**config.mk**
```make
export PLATFORM = sky130hd
export DESIGN_NAME = rlp_ctrl
export DESIGN_NICKNAME = d
export VERILOG_FILES = /design/src/core/rlp_pkg.sv /design/src/core/rlp_ctrl.sv
export SDC_FILE = /design/constraint.sdc
export NUM_CORES = 1
export LEC_CHECK = 0
export BUFFER_PORTS_ARGS = -buffer_cell sky130_fd_sc_hd__buf_2
export CORE_MARGIN = 2
export CORE_UTILIZATION = 51
export CTS_CLUSTER_DIAMETER = 60
export CTS_CLUSTER_SIZE = 25
export DETAILED_ROUTE_END_ITERATION = 6
export PLACE_DENSITY = 0.79
export SLEW_MARGIN = 0
export SYNTH_ARGS = -nofsm -noshare
export SYNTH_HDL_FRONTEND = slang
export SYNTH_SLANG_ARGS = --single-unit
```
**constraint.sdc**
```tcl
create_clock -name clock -period 2.5 [get_ports clock]
set_input_delay 0.75 -clock clock [delete_from_list [all_inputs] [get_ports clock]]
set_output_delay 0.75 -clock clock [all_outputs]
set_load 0.03 [all_outputs]
```
**src/core/rlp_pkg.sv**
```systemverilog
// Shared constants and carrier types for the reset and low-power controller.
package rlp_pkg;

  // Oscillator period of the clock input, in nanoseconds.
  localparam int unsigned CLK_PERIOD_NS  = 5;
  // Least reset hold, in oscillator periods (two machine cycles).
  localparam int unsigned RST_HOLD_OSC   = 24;
  // The clock input is the oscillator, so one period is one cycle.
  localparam int unsigned RST_HOLD_CYC   = RST_HOLD_OSC;
  // Oscillator restart and settle time after a power-down wake, in ms.
  localparam int unsigned SETTLE_MS      = 10;
  // Settle time in cycles; a longest time, so it rounds down.
  localparam int unsigned SETTLE_CYC_DEF =
    (SETTLE_MS * 1000000) / CLK_PERIOD_NS;
  // Width of the settle and reset hold counters.
  localparam int unsigned CNT_W          = 22;
  // Reset values of the mode request bits and the power-off flag.
  localparam logic        IDLE_RST_VAL   = 1'b0;
  localparam logic        PD_RST_VAL     = 1'b0;
  localparam logic        FLAG_RST_VAL   = 1'b1;

  // Controller states.
  typedef enum logic [2:0] {
    RLP_RUN       = 3'b000,
    RLP_IDLE      = 3'b001,
    RLP_IDLE_RST  = 3'b010,
    RLP_PDOWN     = 3'b011,
    RLP_WAKE      = 3'b100,
    RLP_WAKE_HIGH = 3'b101,
    RLP_RESET     = 3'b110
  } rlp_state_t;

  // Mode request and flag writes from the core, one-cycle strobes.
  typedef struct packed {
    logic idle_set;   // Request idle mode.
    logic pd_set;     // Request power-down mode.
    logic flag_we;    // Write strobe for the power-off flag.
    logic flag_wdata; // Value written to the power-off flag.
  } rlp_core_req_t;

  // External interrupt configuration as held by the core.
  typedef struct packed {
    logic a_en;       // ext_irq_a enabled.
    logic a_level;    // ext_irq_a level-sensitive.
    logic b_en;       // ext_irq_b enabled.
    logic b_level;    // ext_irq_b level-sensitive.
  } rlp_irq_cfg_t;

  // Registered status visible to software and the core.
  typedef struct packed {
    logic idle_bit;        // Idle request bit.
    logic pd_bit;          // Power-down request bit.
    logic power_off_flag;  // Cold start indicator.
  } rlp_status_t;

endpackage : rlp_pkg

```
**src/core/rlp_ctrl.sv**
```systemverilog
// Reset recognition, clock division and low-power mode sequencing.
`timescale 1ns/1ps
`default_nettype none

module rlp_ctrl #(
  parameter int unsigned SETTLE_CYC = rlp_pkg::SETTLE_CYC_DEF  // Wake settle.
) (
  input  wire logic                   clock,          // Oscillator input.
  input  wire logic                   rst,            // Power-on reset.
  input  wire logic                   reset_pin,      // External reset pin.
  input  wire logic                   ext_irq_a,      // External irq a pin.
  input  wire logic                   ext_irq_b,      // External irq b pin.
  input  wire logic                   irq_pending,    // Any enabled irq.
  input  wire rlp_pkg::rlp_irq_cfg_t  irq_cfg,        // Ext irq settings.
  input  wire rlp_pkg::rlp_core_req_t core_req,       // Core mode writes.
  output logic                        port_reset,     // Ports to reset state.
  output logic                        core_reset,     // Internal reset.
  output logic                        osc_enable,     // Oscillator runs.
  output logic                        core_clk_en,    // Core phase enable.
  output logic                        periph_clk_en,  // Peripheral enable.
  output logic                        ram_inhibit,    // Block RAM access.
  output logic                        irq_resume,     // Wake to handler.
  output rlp_pkg::rlp_status_t        status          // Registered status.
);
  import rlp_pkg::*;

  rlp_state_t         state_q;
  rlp_state_t         state_d;
  logic               div_q;
  logic               div_d;
  logic [CNT_W-1:0]   hold_q;
  logic [CNT_W-1:0]   hold_d;
  logic [CNT_W-1:0]   settle_q;
  logic [CNT_W-1:0]   settle_d;
  logic               resume_q;
  logic               resume_d;
  rlp_status_t        stat_q;
  rlp_status_t        stat_d;
  logic               osc_ok;
  logic               wake_low;
  logic               hold_done;
  logic               settle_done;

  localparam logic [CNT_W-1:0] HOLD_LAST   = CNT_W'(RST_HOLD_CYC - 1);
  localparam logic [CNT_W-1:0] SETTLE_LAST = CNT_W'(SETTLE_CYC - 1);

  // Asynchronous port reset.
  // No clock is involved, so ports reach their reset state even when the
  // oscillator is stopped in power-down.
  assign port_reset = reset_pin | rst;

  // Level wake detection.
  // Of the irq pins, only enabled, level-sensitive inputs may wake the part from power-down; the reset pin also wakes it.
  assign wake_low = (irq_cfg.a_en & irq_cfg.a_level & ~ext_irq_a) |
                    (irq_cfg.b_en & irq_cfg.b_level & ~ext_irq_b);

  assign settle_done = (settle_q == SETTLE_LAST);
  assign hold_done   = (hold_q == HOLD_LAST);

  // The oscillator counts as running except while stopped or restarting.
  assign osc_ok = (state_q != RLP_PDOWN) &&
                  !((state_q == RLP_WAKE) && !settle_done);

  assign osc_enable = (state_q != RLP_PDOWN);

  // Divide-by-two phase.
  // The core and peripheral enables derive from this toggle, so the duty cycle of an
  // external clock on the oscillator input does not matter.
  assign div_d = osc_ok ? ~div_q : div_q;

  // Core halts in idle, peripherals keep their phase.
  // Core runs on while the pending reset is counted out.
  assign core_clk_en   = div_q & osc_ok &
                         ((state_q == RLP_RUN) || (state_q == RLP_IDLE_RST));
  assign periph_clk_en = div_q & osc_ok;

  // RAM is blocked until the reset takes over; the ports are already held in reset by the pin.
  assign ram_inhibit = (state_q == RLP_IDLE_RST);

  assign core_reset = (state_q == RLP_RESET);
  assign irq_resume = resume_q;
  assign status     = stat_q;

  // Next-state logic for the mode sequencer and its counters.
  // Nothing here clears retained state when the clock slows or stops.
  // Idle leaves every register untouched apart from the mode flow.
  always_comb begin
    state_d  = state_q;
    hold_d   = hold_q;
    settle_d = settle_q;
    resume_d = 1'b0;
    stat_d   = stat_q;

    // Count the reset pin while the oscillator runs.
    // A short glitch restarts the count and is ignored.
    if (reset_pin && osc_ok) begin
      if (!hold_done) begin
        hold_d = hold_q + CNT_W'(1);
      end
    end else begin
      hold_d = '0;
    end

    // Software write of the power-off flag.
    if (core_req.flag_we) begin
      stat_d.power_off_flag = core_req.flag_wdata;
    end

    unique case (state_q)
      RLP_RUN: begin
        // Power-down wins over idle when both are requested.
        if (core_req.pd_set) begin
          stat_d.pd_bit   = 1'b1;
          stat_d.idle_bit = core_req.idle_set;
          state_d         = RLP_PDOWN;
        end else if (core_req.idle_set) begin
          stat_d.idle_bit = 1'b1;
          state_d         = RLP_IDLE;
        end
      end
      RLP_IDLE: begin
        if (reset_pin) begin
          state_d = RLP_IDLE_RST;
        end else if (irq_pending) begin
          stat_d.idle_bit = 1'b0;
          resume_d        = 1'b1;
          state_d         = RLP_RUN;
        end
      end
      RLP_IDLE_RST: begin
        // The pin dropped before the hold time; the core stays awake.
        if (!reset_pin) begin
          stat_d.idle_bit = 1'b0;
          state_d         = RLP_RUN;
        end
      end
      RLP_PDOWN: begin
        // Low level or reset restarts the oscillator.
        if (reset_pin || wake_low) begin
          settle_d = '0;
          state_d  = RLP_WAKE;
        end
      end
      RLP_WAKE: begin
        // Wait out the oscillator settle time.
        if (!settle_done) begin
          settle_d = settle_q + CNT_W'(1);
        end else if (!reset_pin) begin
          state_d = RLP_WAKE_HIGH;
        end
      end
      RLP_WAKE_HIGH: begin
        // Return of the pin high completes the exit.
        // No register or RAM is reset on this path.
        // The core enters the handler and then continues in line.
        if (!wake_low) begin
          stat_d.pd_bit   = 1'b0;
          stat_d.idle_bit = 1'b0;
          resume_d        = 1'b1;
          state_d         = RLP_RUN;
        end
      end
      RLP_RESET: begin
        // Internal reset holds for as long as the pin stays high.
        if (!reset_pin) begin
          state_d = RLP_RUN;
        end
      end
      default: begin
        state_d = RLP_RUN;
      end
    endcase

    // Hold time reached: internal reset takes control.
    // Mode bits return to reset values; RAM is never cleared here.
    if (reset_pin && osc_ok && hold_done) begin
      state_d         = RLP_RESET;
      stat_d.idle_bit = IDLE_RST_VAL;
      stat_d.pd_bit   = PD_RST_VAL;
      resume_d        = 1'b0;
    end
  end

  // State registers; of the two resets, only power-on reset sets the power-off flag.
  // Power-up sets the flag.
  always_ff @(posedge clock or posedge rst) begin
    if (rst) begin
      state_q  <= RLP_RESET;
      div_q    <= 1'b0;
      hold_q   <= '0;
      settle_q <= '0;
      resume_q <= 1'b0;
      stat_q   <= '{idle_bit: IDLE_RST_VAL, pd_bit: PD_RST_VAL,
                    power_off_flag: FLAG_RST_VAL};
    end else begin
      state_q  <= state_d;
      div_q    <= div_d;
      hold_q   <= hold_d;
      settle_q <= settle_d;
      resume_q <= resume_d;
      stat_q   <= stat_d;
    end
  end

endmodule : rlp_ctrl

`default_nettype wire

```
# Yosys cells after proc, flatten, opt, wreduce, memory -nomap -nowiden
# Index checks and enable logic that the tools add are counted.
# totals
reg_bits	52
input_bits	14
out_inout_bits	10
wordCells	92
# classes
n_addsub	2
eq_ne	23
n_mux	31
bitwise	11
n_reduce_logical	17
# ops
operator	count
two-way mux 22 bit	4
adder 22 x 1 -> 22 bit, second input constant	2
one-hot mux 22 bit (2 select lines)	1
two-way mux 3 bit	10
== test 22 x 21 -> 1 bit, second input constant	1
== test 22 x 5 -> 1 bit, second input constant	1
!= test 3 x 2 -> 1 bit, second input constant	6
one-hot mux 3 bit (6 select lines)	1
!= test 3 bit, second input constant	4
two-way mux 1 bit	10
== test 3 bit, second input constant	3
AND reduction 7 bit	1
AND 1 bit	6
== test 3 x 2 -> 1 bit, second input constant	2
!= test 2 bit, second input constant	3
AND reduction 3 bit	2
AND reduction 6 bit	1
nonzero test 5 bit	1
logical AND 1 bit	4
two-way mux 2 bit	2
!= test 4 x 3 -> 1 bit, second input constant	1
!= test 4 bit, second input constant	1
one-hot mux 1 bit (2 select lines)	2
one-hot mux 1 bit (4 select lines)	1
9 further kinds	14

# Logic depth before layout (Yosys ltp)
# Gate-level depths: netlist (run 1).
# depth
word_depth	9
depth_mapped	8
ltp_nobuf	6

# Worst setup path after synthesis (run 1)
# Ideal clock, no wire load.
# synth_timing
path_kind	input -> output
startpoint	in rst
endpoint	out port_reset
arrival_ps	2339
required_time_ps	1750
path_slack_ps	-589
stages	2
n_path_buf	0
cell_sequence	inv_1 > nand2_1
# synth_via
elab_chain_len	1
# synth_rtl
element	line	rtl
from (decl)	rlp_ctrl.sv:9	input wire logic rst,
OR 1 bit	rlp_ctrl.sv:50	assign port_reset = reset_pin | rst;
to (decl)	rlp_ctrl.sv:16	output logic port_reset,
# No other way between the ends.

# Worst setup path in the final report (run 1)
# layout_timing
startpoint	reg settle_q[1]
endpoint	out periph_clk_en
# layout_via
elab_chain_len	6
# layout_rtl
element	line	rtl
from (decl)	rlp_ctrl.sv:33	logic [CNT_W-1:0] settle_q;
from (signal assigned)	rlp_ctrl.sv:199	settle_q <= settle_d;
== test 22 x 21 -> 1 bit	rlp_ctrl.sv:57	assign settle_done = (settle_q == SETTLE_LAST);
logical NOT 1 bit	n/a	
logical AND 1 bit	rlp_ctrl.sv:62	!((state_q == RLP_WAKE) && !settle_done);
logical NOT 1 bit	rlp_ctrl.sv:62	
logical AND 1 bit	rlp_ctrl.sv:61	assign osc_ok = (state_q != RLP_PDOWN) &&
AND 1 bit	rlp_ctrl.sv:75	assign periph_clk_en = div_q & osc_ok;
to (decl)	rlp_ctrl.sv:20	output logic periph_clk_en,
# No other way between the ends.

==> results of run 1 <==
==> Yosys cell counts, drive strengths merged, types with 2 or more instances <==
master / number
o21bai: 2
inv: 6
nor3b: 2
ha: 2
o31ai: 5
nor2: 33
mux2i: 9
xor2: 14
nand2: 37
a21o: 2
nand3: 17
o22ai: 2
xnor2: 7
nor3: 8
buf: 9
or3: 10
o211ai: 2
nor4b: 2
o21ai: 12
dfrtp: 49
nor4: 10
dfstp: 3
clkbuf: 4
a21oi: 19
and4: 5
nand4: 15
and3: 5
or4: 7
==> worst paths after layout <==
path | startpoint | end | slack [ns] | cells after the start
max | settle_q[1] | periph_clk_en | -0.07 | 6
min | settle_q[16] | settle_q[16] | 0.49 | 1
max reg2reg | settle_q[1] | settle_q[3] | 0.31 | 7
min reg2reg | settle_q[16] | settle_q[16] | 0.49 | 1
max in group asynchronous | rst | settle_q[1] | 1.33 | 3
min in group asynchronous | rst | settle_q[4] | 0.71 | 3
==> cell type report <==
class | instances | area share [%]
tap | 72 | 2.75
multi-input combinational | 238 | 46.4
inverter | 6 | 0.802
clock inverter | 2 | 0.458
sequential | 52 | 39.9
timing repair buffer | 38 | 7.14
clock buffer | 6 | 2.52
==> flip-flops by register name, summed over array words and instances, names as in the netlist <==
name,count
settle_q,22
state_q,3
status,3
irq_resume,1
hold_q,22
div_q,1
==> metrics by stage <==
step	total power [mW]	setup slack, ns	TNS, ns	hold slack (ns)	instance area, um2
after floorplan	1.93	-0.0598	-0.0669	0.448	2900
final	2.74	-0.0745	-0.0745	0.494	3280
after global routing	2.93	-0.131	-0.131	0.522	3280
after detailed placement	2.18	0.140	0	0.474	3120
after global placement	2.14	0.162	0	0.462	3120
after CTS	2.73	-0.159	-0.159	0.487	3250
==> cell families after synthesis <==
group	after synthesis	share of synthesized area (%)
adder cells (fa/ha/maj)	2	0.867
AND/OR/NAND/NOR	153	29.3
multiplexers	10	3.51
flip-flops	52	45.2
AO/OA/AOI/OAI	52	11.4
XOR/XNOR	21	6.37
buffers and inverters	19	3.34
==> layer usage <==
metal	GRT usage, %	routed length, um	share of wire (%)
met5	0	0	0
met4	8.28	110	1.8
met3	4.20	218	3.5
met2	35.3	3160	51
met1	28.3	2670	43
==> worst max-delay path, cell delays in order (launching register included) <==
cell	delay, ns
dfrtp_2	0.43
ha_4	0.18
nand3_4	0.09
nor4_4	0.33
a211o_4	0.18
and3_4	0.18
buf_6	0.12
==> report_power, final <==
group          internal, mW  switching, mW  leakage [nW]  total, mW
clock network         0.224          0.280        0.0434      0.505
registers              1.05          0.237         0.690       1.28
logic                 0.394          0.558         0.629      0.952
==> what timing repair did <==
item	CTS	global route
buffers inserted	3	1
pin swaps	3	3
gates resized for setup	3	5
setup endpoints to repair	1	1
==> results.md, run 1 <==
- Critical path capture point type: output port
- Global-route wire length before repair: 10.6 mm
- Total grt overflow: 0
- Routed WL: 6.16 mm
- Residual DRC count: 0
- Iteration-0 DRC Markers: 168
- Placed insts: 402
- Routability cong.: 0.869
- Max-slew violations: 0
- Peak VDD IR: 0.773 mV
- Period utilisation layout: 103%
- Mapped Area: 2890 um2
- Sequential cell area: 1310 um2
- Initial antenna violation count: 0
- Core Area: 5470 um2
- CTS tree: done
- Syn. warnings: 0
- Area of the multi-input gates: 1520 um2
- Crit-path max FO: 5
- # diodes: 0
- H-tree level count: 2
- Outcome: finished with violations
- Fmax: 388 MHz
- Cell Count, Final, Fillers Out: 414
- Crit path kind: flop to output port
- Synthesized instance count: 309
- Worst min-delay path class: flop to flop
- Final WS setup: -0.0745 ns
- Hold Buf Count CTS: 0
- Clk root buf: clkbuf_8
- Area grow syn2layout: 13.6%
- Fraction of layout cells with a size suffix above 1: 19.6%
- WP data arrival: 1.82 ns
- Number of global-route vias before repair: 2343
- Global Route Usage Sum: 21.5%
- Final worst path period need: 2.57 ns
- Largest net degree at the start of global routing: 53
- RSZ-0062 raised after global routing: true
- Reg clk slew, reported paths: 0.10 ns
- Remaining antenna violation count: 0
- Die area: 6280 um2
- Synth area leaders: dfrtp_1, nand2_1, nor2_1, xor2_1, a21oi_1
- Fraction of registers with async set/reset: 100%
- HPWL after DPL: 4.22 mm
- Core Util, Final: 59.9%
- Slew HR: 41.5%
- Yosys top cell by area: dfrtp_1
- Yosys cell types: 48
- CP Launch Type: flop
- CTS Buffer Depth: 2
- Seq/Total Area, Yosys: 45.2%
- Power per cell area: 836 nW/um2
- Die Ht: 79.2 um
- Number of synthesized flops with an enable pin: 0
- Most frequent cells in the layout: dfrtp_1, nand2_1, nor2_1, buf_2, a21oi_1
- IO Count: 24
- Final Hold Vio Count: 0
- Rows: 27
- Nets: 357
- Clock sinks: 52
- Post-detailed-route wirelength per cell: 14.9 um
- Worst Tran Pin Value: 0.873 ns
- Crit path required time: 1.75 ns
- Post-synth top area share: 42.5%
- DIE WIDTH: 79.2 um
- DRT Pass-1 Iters: 4
- Drt via density: 5.90
- Failing checks: setup timing
- Syn Nets: 325
- Commonest non-fill, non-tap cell in the layout: dfrtp_1
- Port Buffer Count: 23
- Syn Area/Cell: 9.34 um2
- Synth Register Bits: 52
- Layout Skew: 0.00851 ns
- MaxCap Viol Count: 0
- Fill count: 497
- Final setup vio count: 1
- TritonCTS buffer count: 5
- Dominant synthesized flop cell: dfrtp_1
- Worst-Skew Late Latency: 0.31 ns
- LEAKAGE: 1.36 nW
- Vias: 2442
- Starting Density: 52.7%
Power figures use the tool's default switching activity.
==> run 2: changes to the inputs <==
--- a/config.mk
+++ b/config.mk
@@ -5,6 +5,8 @@
 export SDC_FILE = /design/constraint.sdc
 export NUM_CORES = 1
 export LEC_CHECK = 0
+export ABC_AREA = 1
+export ABC_CLOCK_PERIOD_IN_PS = 2500
 export BUFFER_PORTS_ARGS = -buffer_cell sky130_fd_sc_hd__buf_2
 export CORE_MARGIN = 2
 export CORE_UTILIZATION = 51
==> run 2 against run 1 <==
The run still ends with setup timing left. Power fell by 0.82%. Maximum frequency fell by 1.0%. Flip-flop and latch count did not move. Routed wire length rose by 15%. Final cell count rose by 33%. Via count rose by 20%. Hold slack got worse by 0.023 ns. Critical path depth rose by 4. Sequential share of layout area fell by 4.2 points. Synthesized area rose by 12%. Worst setup slack got worse by 0.027 ns.
==> results.md, run 2 <==
- Commonest non-fill, non-tap cell in the layout: nand2_1 (was dfrtp_1)
- Synth area leaders: dfrtp_1, nand2_1, inv_1, nor2_1, nand3_1 (was dfrtp_1, nand2_1, nor2_1, xor2_1, a21oi_1)
- Hold_sp: hold_q[21] (was settle_q[16])
- Global-route wire length before repair: 12.1 mm (was 10.6 mm)
- Area grow syn2layout: 13.5% (was 13.6%)
- Switch share: 41.7% (was 39.3%)
- TritonCTS buffer count: 5 (unchanged)
- Worst min-delay path class: flop to flop (unchanged)
- Flop2flop setup slack: 0.37 ns (was 0.31 ns)
- Starting Density: 53.6% (was 52.7%)
- Clock sinks: 52 (unchanged)
- Seq/Total Area, Yosys: 40.4% (was 45.2%)
- CTS tree: done (unchanged)
- Failing checks: setup timing (unchanged)
- Top-count cell post-synth: nand2_1 (was dfrtp_1)
- Power per cell area: 741 nW/um2 (was 836 nW/um2)
- Final Hold Vio Count: 0 (unchanged)
- IO Count: 24 (unchanged)
- Worst Tran Pin Value: 0.649 ns (was 0.873 ns)
- Internal cell power: 1.58 mW (was 1.66 mW)
- LEAKAGE: 1.71 nW (was 1.36 nW)
- Reg clk slew, reported paths: 0.09 ns (was 0.10 ns)
- Top flop regs: hold_q (22), settle_q (22) (unchanged)
- Yosys top cell by area: dfrtp_1 (unchanged)
- Port Buffer Count: 23 (unchanged)
- Post-synth top area share: 38.0% (was 42.5%)
- Mapped Area: 3230 um2 (was 2890 um2)
- Largest net degree at the start of global routing: 53 (unchanged)
- Remaining antenna violation count: 0 (unchanged)
- Critical path capture point type: output port (unchanged)
- Period utilisation layout: 104% (was 103%)
- WHS Endpoint: hold_q[21] (was settle_q[16])
- Nets: 489 (was 357)
- Clock power share: 17.2% (was 18.4%)
- Flop pwr share: 41.9% (was 46.8%)
- MaxCap Viol Count: 0 (unchanged)
- Reg-to-reg endpoint: settle_q[8] (was settle_q[3])
- Final setup vio count: 2 (was 1)
- Psw: 1.13 mW (was 1.08 mW)
- Number of global-route vias before repair: 2731 (was 2343)
- Worst hold path depth: 1 (unchanged)
- Peak VDD IR: 0.680 mV (was 0.773 mV)
- Worst R2R Start: state_q[2] (was settle_q[1])
- Slew HR: 56.7% (was 41.5%)
- Number of synthesized flops with an enable pin: 0 (unchanged)
- Initial antenna violation count: 0 (unchanged)
- HPWL after DPL: 5.13 mm (was 4.22 mm)
- Routability cong.: 0.916 (was 0.869)
- Worst-Skew Late Latency: 0.31 ns (about the same)
- Total grt overflow: 0 (unchanged)
- Die Ht: 83.6 um (was 79.2 um)
- Routed WL: 7.07 mm (was 6.16 mm)
- Global Route Usage Sum: 20.8% (was 21.5%)
- CTS Buffer Depth: 2 (unchanged)
- Placed insts: 531 (was 402)
- Max-slew violations: 0 (unchanged)
- DRT Pass-1 Iters: 5 (was 4)
- # diodes: 0 (unchanged)
- WP data arrival: 1.85 ns (was 1.82 ns)
- Hold WS: 0.471 ns (was 0.494 ns)
- Outcome: finished with violations (unchanged)
- Yosys cell types: 42 (was 48)
- Residual DRC count: 0 (unchanged)
- Total negative slack: -0.116 ns (was -0.0745 ns)
- Fraction of layout cells with a size suffix above 1: 22.4% (was 19.6%)
- Layout Skew: 0.0142 ns (was 0.00851 ns)
- Synth Register Bits: 52 (unchanged)
- Logic pwr share: 40.9% (was 34.7%)
- Syn Nets: 448 (was 325)
- Syn. warnings: 0 (unchanged)
- DIE WIDTH: 83.6 um (was 79.2 um)
- Die area: 6990 um2 (was 6280 um2)
- Drt via density: 5.33 (was 5.90)
- Worst Reg-to-Reg Cells: 10 (was 7)
- Crit path kind: flop to output port (unchanged)
- Hold Buf Count CTS: 0 (unchanged)
- RSZ-0062 raised after global routing: true (unchanged)
- Core Util, Final: 60.9% (was 59.9%)
- Post-synth top cells: nand2_1, inv_1, nor2_1 (was dfrtp_1, nand2_1, nor2_1)
- Syn Area/Cell: 7.48 um2 (was 9.34 um2)
- Final WS setup: -0.102 ns (was -0.0745 ns)
- Fraction of registers with async set/reset: 100% (unchanged)
- Crit path required time: 1.75 ns (about the same)
- Synthesized instance count: 432 (was 309)
- Final worst path period need: 2.60 ns (was 2.57 ns)
- Dominant synthesized flop cell: dfrtp_1 (unchanged)
- Iteration-0 DRC Markers: 184 (was 168)
- Fmax: 384 MHz (was 388 MHz)
- Post-detailed-route wirelength per cell: 12.9 um (was 14.9 um)
- Rows: 28 (was 27)
- Cell Count, Final, Fillers Out: 549 (was 414)
- CP Launch Type: flop (unchanged)
- H-tree level count: 2 (unchanged)
- Most frequent cells in the layout: nand2_1, inv_1, nor2_1, dfrtp_1, nand3_1 (was dfrtp_1, nand2_1, nor2_1, buf_2, a21oi_1)
- Vias: 2924 (was 2442)
- Crit-path max FO: 3 (was 5)
- Clk root buf: clkbuf_8 (unchanged)
- Core Area: 6030 um2 (was 5470 um2)
==> run 2: cell families (layout without fill, tap and decap cells) <==
kind of cell	after synthesis	count (layout)	share of synthesized area (%)
buf+inv	75	117	9.10
compound gates	53	53	9.37
fa+ha+maj	2	2	0.774
mux	1	1	0.349
flops	52	52	40.4
simple gates	237	237	36.8
xor+xnor	12	12	3.25
==> run 2: worst max-delay path, stage by stage (launching register included) <==
cell and delay [ns]:
dfrtp_1 0.38, ha_2 0.20, nand3_2 0.10, nor2_2 0.13
nand3_2 0.13, nand2_4 0.10, inv_4 0.03, nor2_4 0.10
inv_4 0.07, nor4_4 0.15, buf_6 0.17
==> run 2: metrics by stage <==
stage | setup slack [ns] | instance area (um2) | total power, mW
2_1_floorplan | -0.237 | 3240 | 1.92
3_3_place_gp | 0.226 | 3460 | 2.11
3_5_place_dp | 0.154 | 3460 | 2.14
4_1_cts | -0.0811 | 3590 | 2.64
5_1_grt | -0.214 | 3670 | 2.94
6_report | -0.102 | 3670 | 2.72
==> run 2: routing by layer <==
layer | GRT usage [%] | up-vias | share of wire [%]
met5 | 0 | - | 0
met4 | 5.72 | 0 | 1.2
met3 | 3.56 | 13 | 3.4
met2 | 35.1 | 65 | 50
met1 | 27.7 | 1378 | 46
li1 | - | 1468 | -
==> run 2: worst max path at each step <==
stage                           start           to  depth (start not counted)
after floorplan                   rst   port_reset                          2
after global placement    settle_q[0]  core_clk_en                         10
after detailed placement  settle_q[1]  core_clk_en                         10
after CTS                 settle_q[1]  core_clk_en                         10
after global routing      settle_q[4]  core_clk_en                         11
final                     settle_q[1]  core_clk_en                         10
==> run 2: power groups by stage <==
stage | registers [mW] | clock network, mW | logic, mW
after CTS | 1.13 | 0.482 | 1.03
after global placement | 1.14 | 0 | 0.965
after global routing | 1.16 | 0.523 | 1.25
after floorplan | 1.16 | 0 | 0.758
final | 1.14 | 0.468 | 1.11
after detailed placement | 1.15 | 0 | 0.985
==> run 2: repair_timing <==
item                                    4_1_cts  5_1_grt
cloned                                        0        0
gates resized for setup                       5       11
endpoints found under the setup margin        2        2
pin swaps                                     3        0
setup buffers                                 4        6
==> run 2: area by class of cell <==
type	count	area, um2
Clock inverter	1	5.00
Sequential cell	52	1310
Tap cell	75	93.8
Timing Repair Buffer	38	240
Inverter	71	275
Fill cell	535	2360
Clock buffer	7	76.3
Multi-Input combinational cell	305	1670
==> run 3: changes to the inputs <==
--- a/config.mk
+++ b/config.mk
@@ -13,7 +13,8 @@
 export CTS_CLUSTER_DIAMETER = 60
 export CTS_CLUSTER_SIZE = 25
 export DETAILED_ROUTE_END_ITERATION = 6
-export PLACE_DENSITY = 0.79
+export MAX_ROUTING_LAYER = met4
+export PLACE_DENSITY = 0.83
 export SLEW_MARGIN = 0
 export SYNTH_ARGS = -nofsm -noshare
 export SYNTH_HDL_FRONTEND = slang
==> run 3 against run 2 <==
The flow still finishes with violations (setup timing). Maximum frequency grew 1.7%. Clock skew shrank 0.00074 ns. Critical path depth did not move. Die area is the same. Combinational power is essentially flat. Critical path type unchanged. Critical endpoint unchanged.
==> results.md, run 3 (synthesized netlist as in run 2, its figures left out) <==
- Layout Skew: 0.0135 ns (was 0.0142 ns)
- Clk root buf: clkbuf_8 (unchanged)
- Failing checks: setup timing (unchanged)
- Residual DRC count: 0 (unchanged)
- Crit path required time: 1.75 ns (about the same)
- Final WS setup: -0.0590 ns (was -0.102 ns)
- Slew HR: 56.6% (was 56.7%)
- Peak VDD IR: 0.683 mV (was 0.680 mV)
- Reg clk slew, reported paths: 0.09 ns (about the same)
- Worst min-delay path class: flop to flop (unchanged)
- Max-slew violations: 0 (unchanged)
- Post-detailed-route wirelength per cell: 13.0 um (was 12.9 um)
- Port Buffer Count: 23 (unchanged)
- Final Hold Vio Count: 0 (unchanged)
- Core Area: 6030 um2 (unchanged)
- Final worst path period need: 2.56 ns (was 2.60 ns)
- RSZ-0062 raised after global routing: true (unchanged)
- Critical path capture point type: output port (unchanged)
- Initial antenna violation count: 0 (unchanged)
- Top flop regs: hold_q (22), settle_q (22) (unchanged)
- Outcome: finished with violations (unchanged)
- CP Launch Type: flop (unchanged)
- DRT Pass-1 Iters: 4 (was 5)
- CTS Buffer Depth: 2 (unchanged)
- LEAKAGE: 1.73 nW (was 1.71 nW)
- Crit-path max FO: 3 (unchanged)
- CTS tree: done (unchanged)
- Worst Tran Pin Value: 0.650 ns (was 0.649 ns)
- Worst-Skew Late Latency: 0.31 ns (about the same)
- Starting Density: 53.6% (unchanged)
- Crit path kind: flop to output port (unchanged)
- Die area: 6990 um2 (unchanged)
- Period utilisation layout: 102% (was 104%)
- Routability cong.: 0.957 (was 0.916)
- DIE WIDTH: 83.6 um (unchanged)
- Total grt overflow: 0 (unchanged)
- Global Route Usage Sum: 22.2% (was 20.8%)
- Clock sinks: 52 (unchanged)
- Vias: 2911 (was 2924)
- MaxCap Viol Count: 0 (unchanged)
- H-tree level count: 2 (unchanged)
- Global-route wire length before repair: 12.7 mm (was 12.1 mm)
- # diodes: 0 (unchanged)
- Hold WS: 0.483 ns (was 0.471 ns)
- Die Ht: 83.6 um (unchanged)
- Routed WL: 7.11 mm (was 7.07 mm)
- Power per cell area: 788 nW/um2 (was 741 nW/um2)
- Power consumption: 2.93 mW (was 2.72 mW)
- Remaining antenna violation count: 0 (unchanged)
- Rows: 28 (unchanged)
- Drt via density: 5.31 (was 5.33)
- Fmax: 391 MHz (was 384 MHz)
- Area grow syn2layout: 15.1% (was 13.5%)
- HPWL after DPL: 4.90 mm (was 5.13 mm)
- Largest net degree at the start of global routing: 53 (unchanged)
- Commonest non-fill, non-tap cell in the layout: nand2_1 (unchanged)
- Iteration-0 DRC Markers: 263 (was 184)
- Fraction of layout cells with a size suffix above 1: 22.0% (was 22.4%)
- Final setup vio count: 2 (unchanged)
- Nets: 488 (was 489)
- Hold Buf Count CTS: 0 (unchanged)
- TritonCTS buffer count: 5 (unchanged)
- IO Count: 24 (unchanged)
- Most frequent cells in the layout: nand2_1, inv_1, nor2_1, dfrtp_1, nand3_1 (unchanged)
- WP data arrival: 1.81 ns (was 1.85 ns)
- Number of global-route vias before repair: 2886 (was 2731)
-- run 3: cell count changes in the layout (fill, tap and decap cells not counted), sizes merged --
cell,change
buf,-1
clkinv,-1
clkbuf,-1
bufinv,+2
-- run 3: per-stage QoR --
| step | std cells | TNS [ns] | utilization [%] | cell area (um2) | setup slack (ns) |
|---|---|---|---|---|---|
| 2_1_floorplan | 432 | -0.237 | - | 3240 | -0.237 |
| 3_3_place_gp | 529 | 0 | 57.2 | 3440 | 0.164 |
| 3_5_place_dp | 529 | 0 | 57.2 | 3440 | 0.102 |
| 4_1_cts | 545 | -0.0683 | 60.8 | 3660 | -0.0513 |
| 5_1_grt | 548 | -0.279 | 61.7 | 3720 | -0.162 |
| 6_report | 548 | -0.0807 | 61.7 | 3720 | -0.0590 |
-- run 3: final cells by class --
type | instances | area (um2)
Fill cell | 516 | 2310
Multi-Input combinational cell | 305 | 1690
Sequential cell | 52 | 1310
Inverter | 71 | 273
Timing Repair Buffer | 37 | 229
Tap cell | 75 | 93.8
Clock buffer | 6 | 72.6
Clock inverter | 2 | 60.1
-- run 3: critical path: stages, from the launching register on --
cell and delay [ns]:
dfrtp_1 0.41, ha_4 0.17, nand3_4 0.09, nor2_4 0.13, nand3_2 0.10, nand2_4 0.09
inv_2 0.04, nor2_4 0.11, inv_4 0.06, nor4_4 0.12, buf_4 0.19
-- run 3: final timing paths --
kind	start	to	slack, ns	cells after the start
max	settle_q[1]	core_clk_en	-0.06	10
max in group asynchronous	rst	hold_q[16]	1.38	3
min in group asynchronous	rst	settle_q[3]	0.68	3
min reg2reg	hold_q[21]	hold_q[21]	0.48	1
min	hold_q[21]	hold_q[21]	0.48	1
max reg2reg	state_q[2]	settle_q[8]	0.51	9
-- run 3: layer usage --
layer  wire length [um]  GRT usage (%)
met1               3090           27.6
met2               3580           36.5
met3                263           4.35
met4                177           7.62
met5                  0              -
-- run 3: power breakdown --
part / internal, mW / switching, mW / total, mW
combinational: 0.384 / 0.725 / 1.11
sequential: 0.996 / 0.145 / 1.14
clock: 0.400 / 0.280 / 0.681
total: 1.78 / 1.15 / 2.93
-- run 3: timing repair --
action | 4_1_cts | 5_1_grt
buffers inserted | 8 | 3
hold endpoints to repair | 0 | 0
setup endpoints to repair | 2 | 2
pin swaps | 4 | 3
resized for setup | 7 | 7
gates cloned | 0 | 0
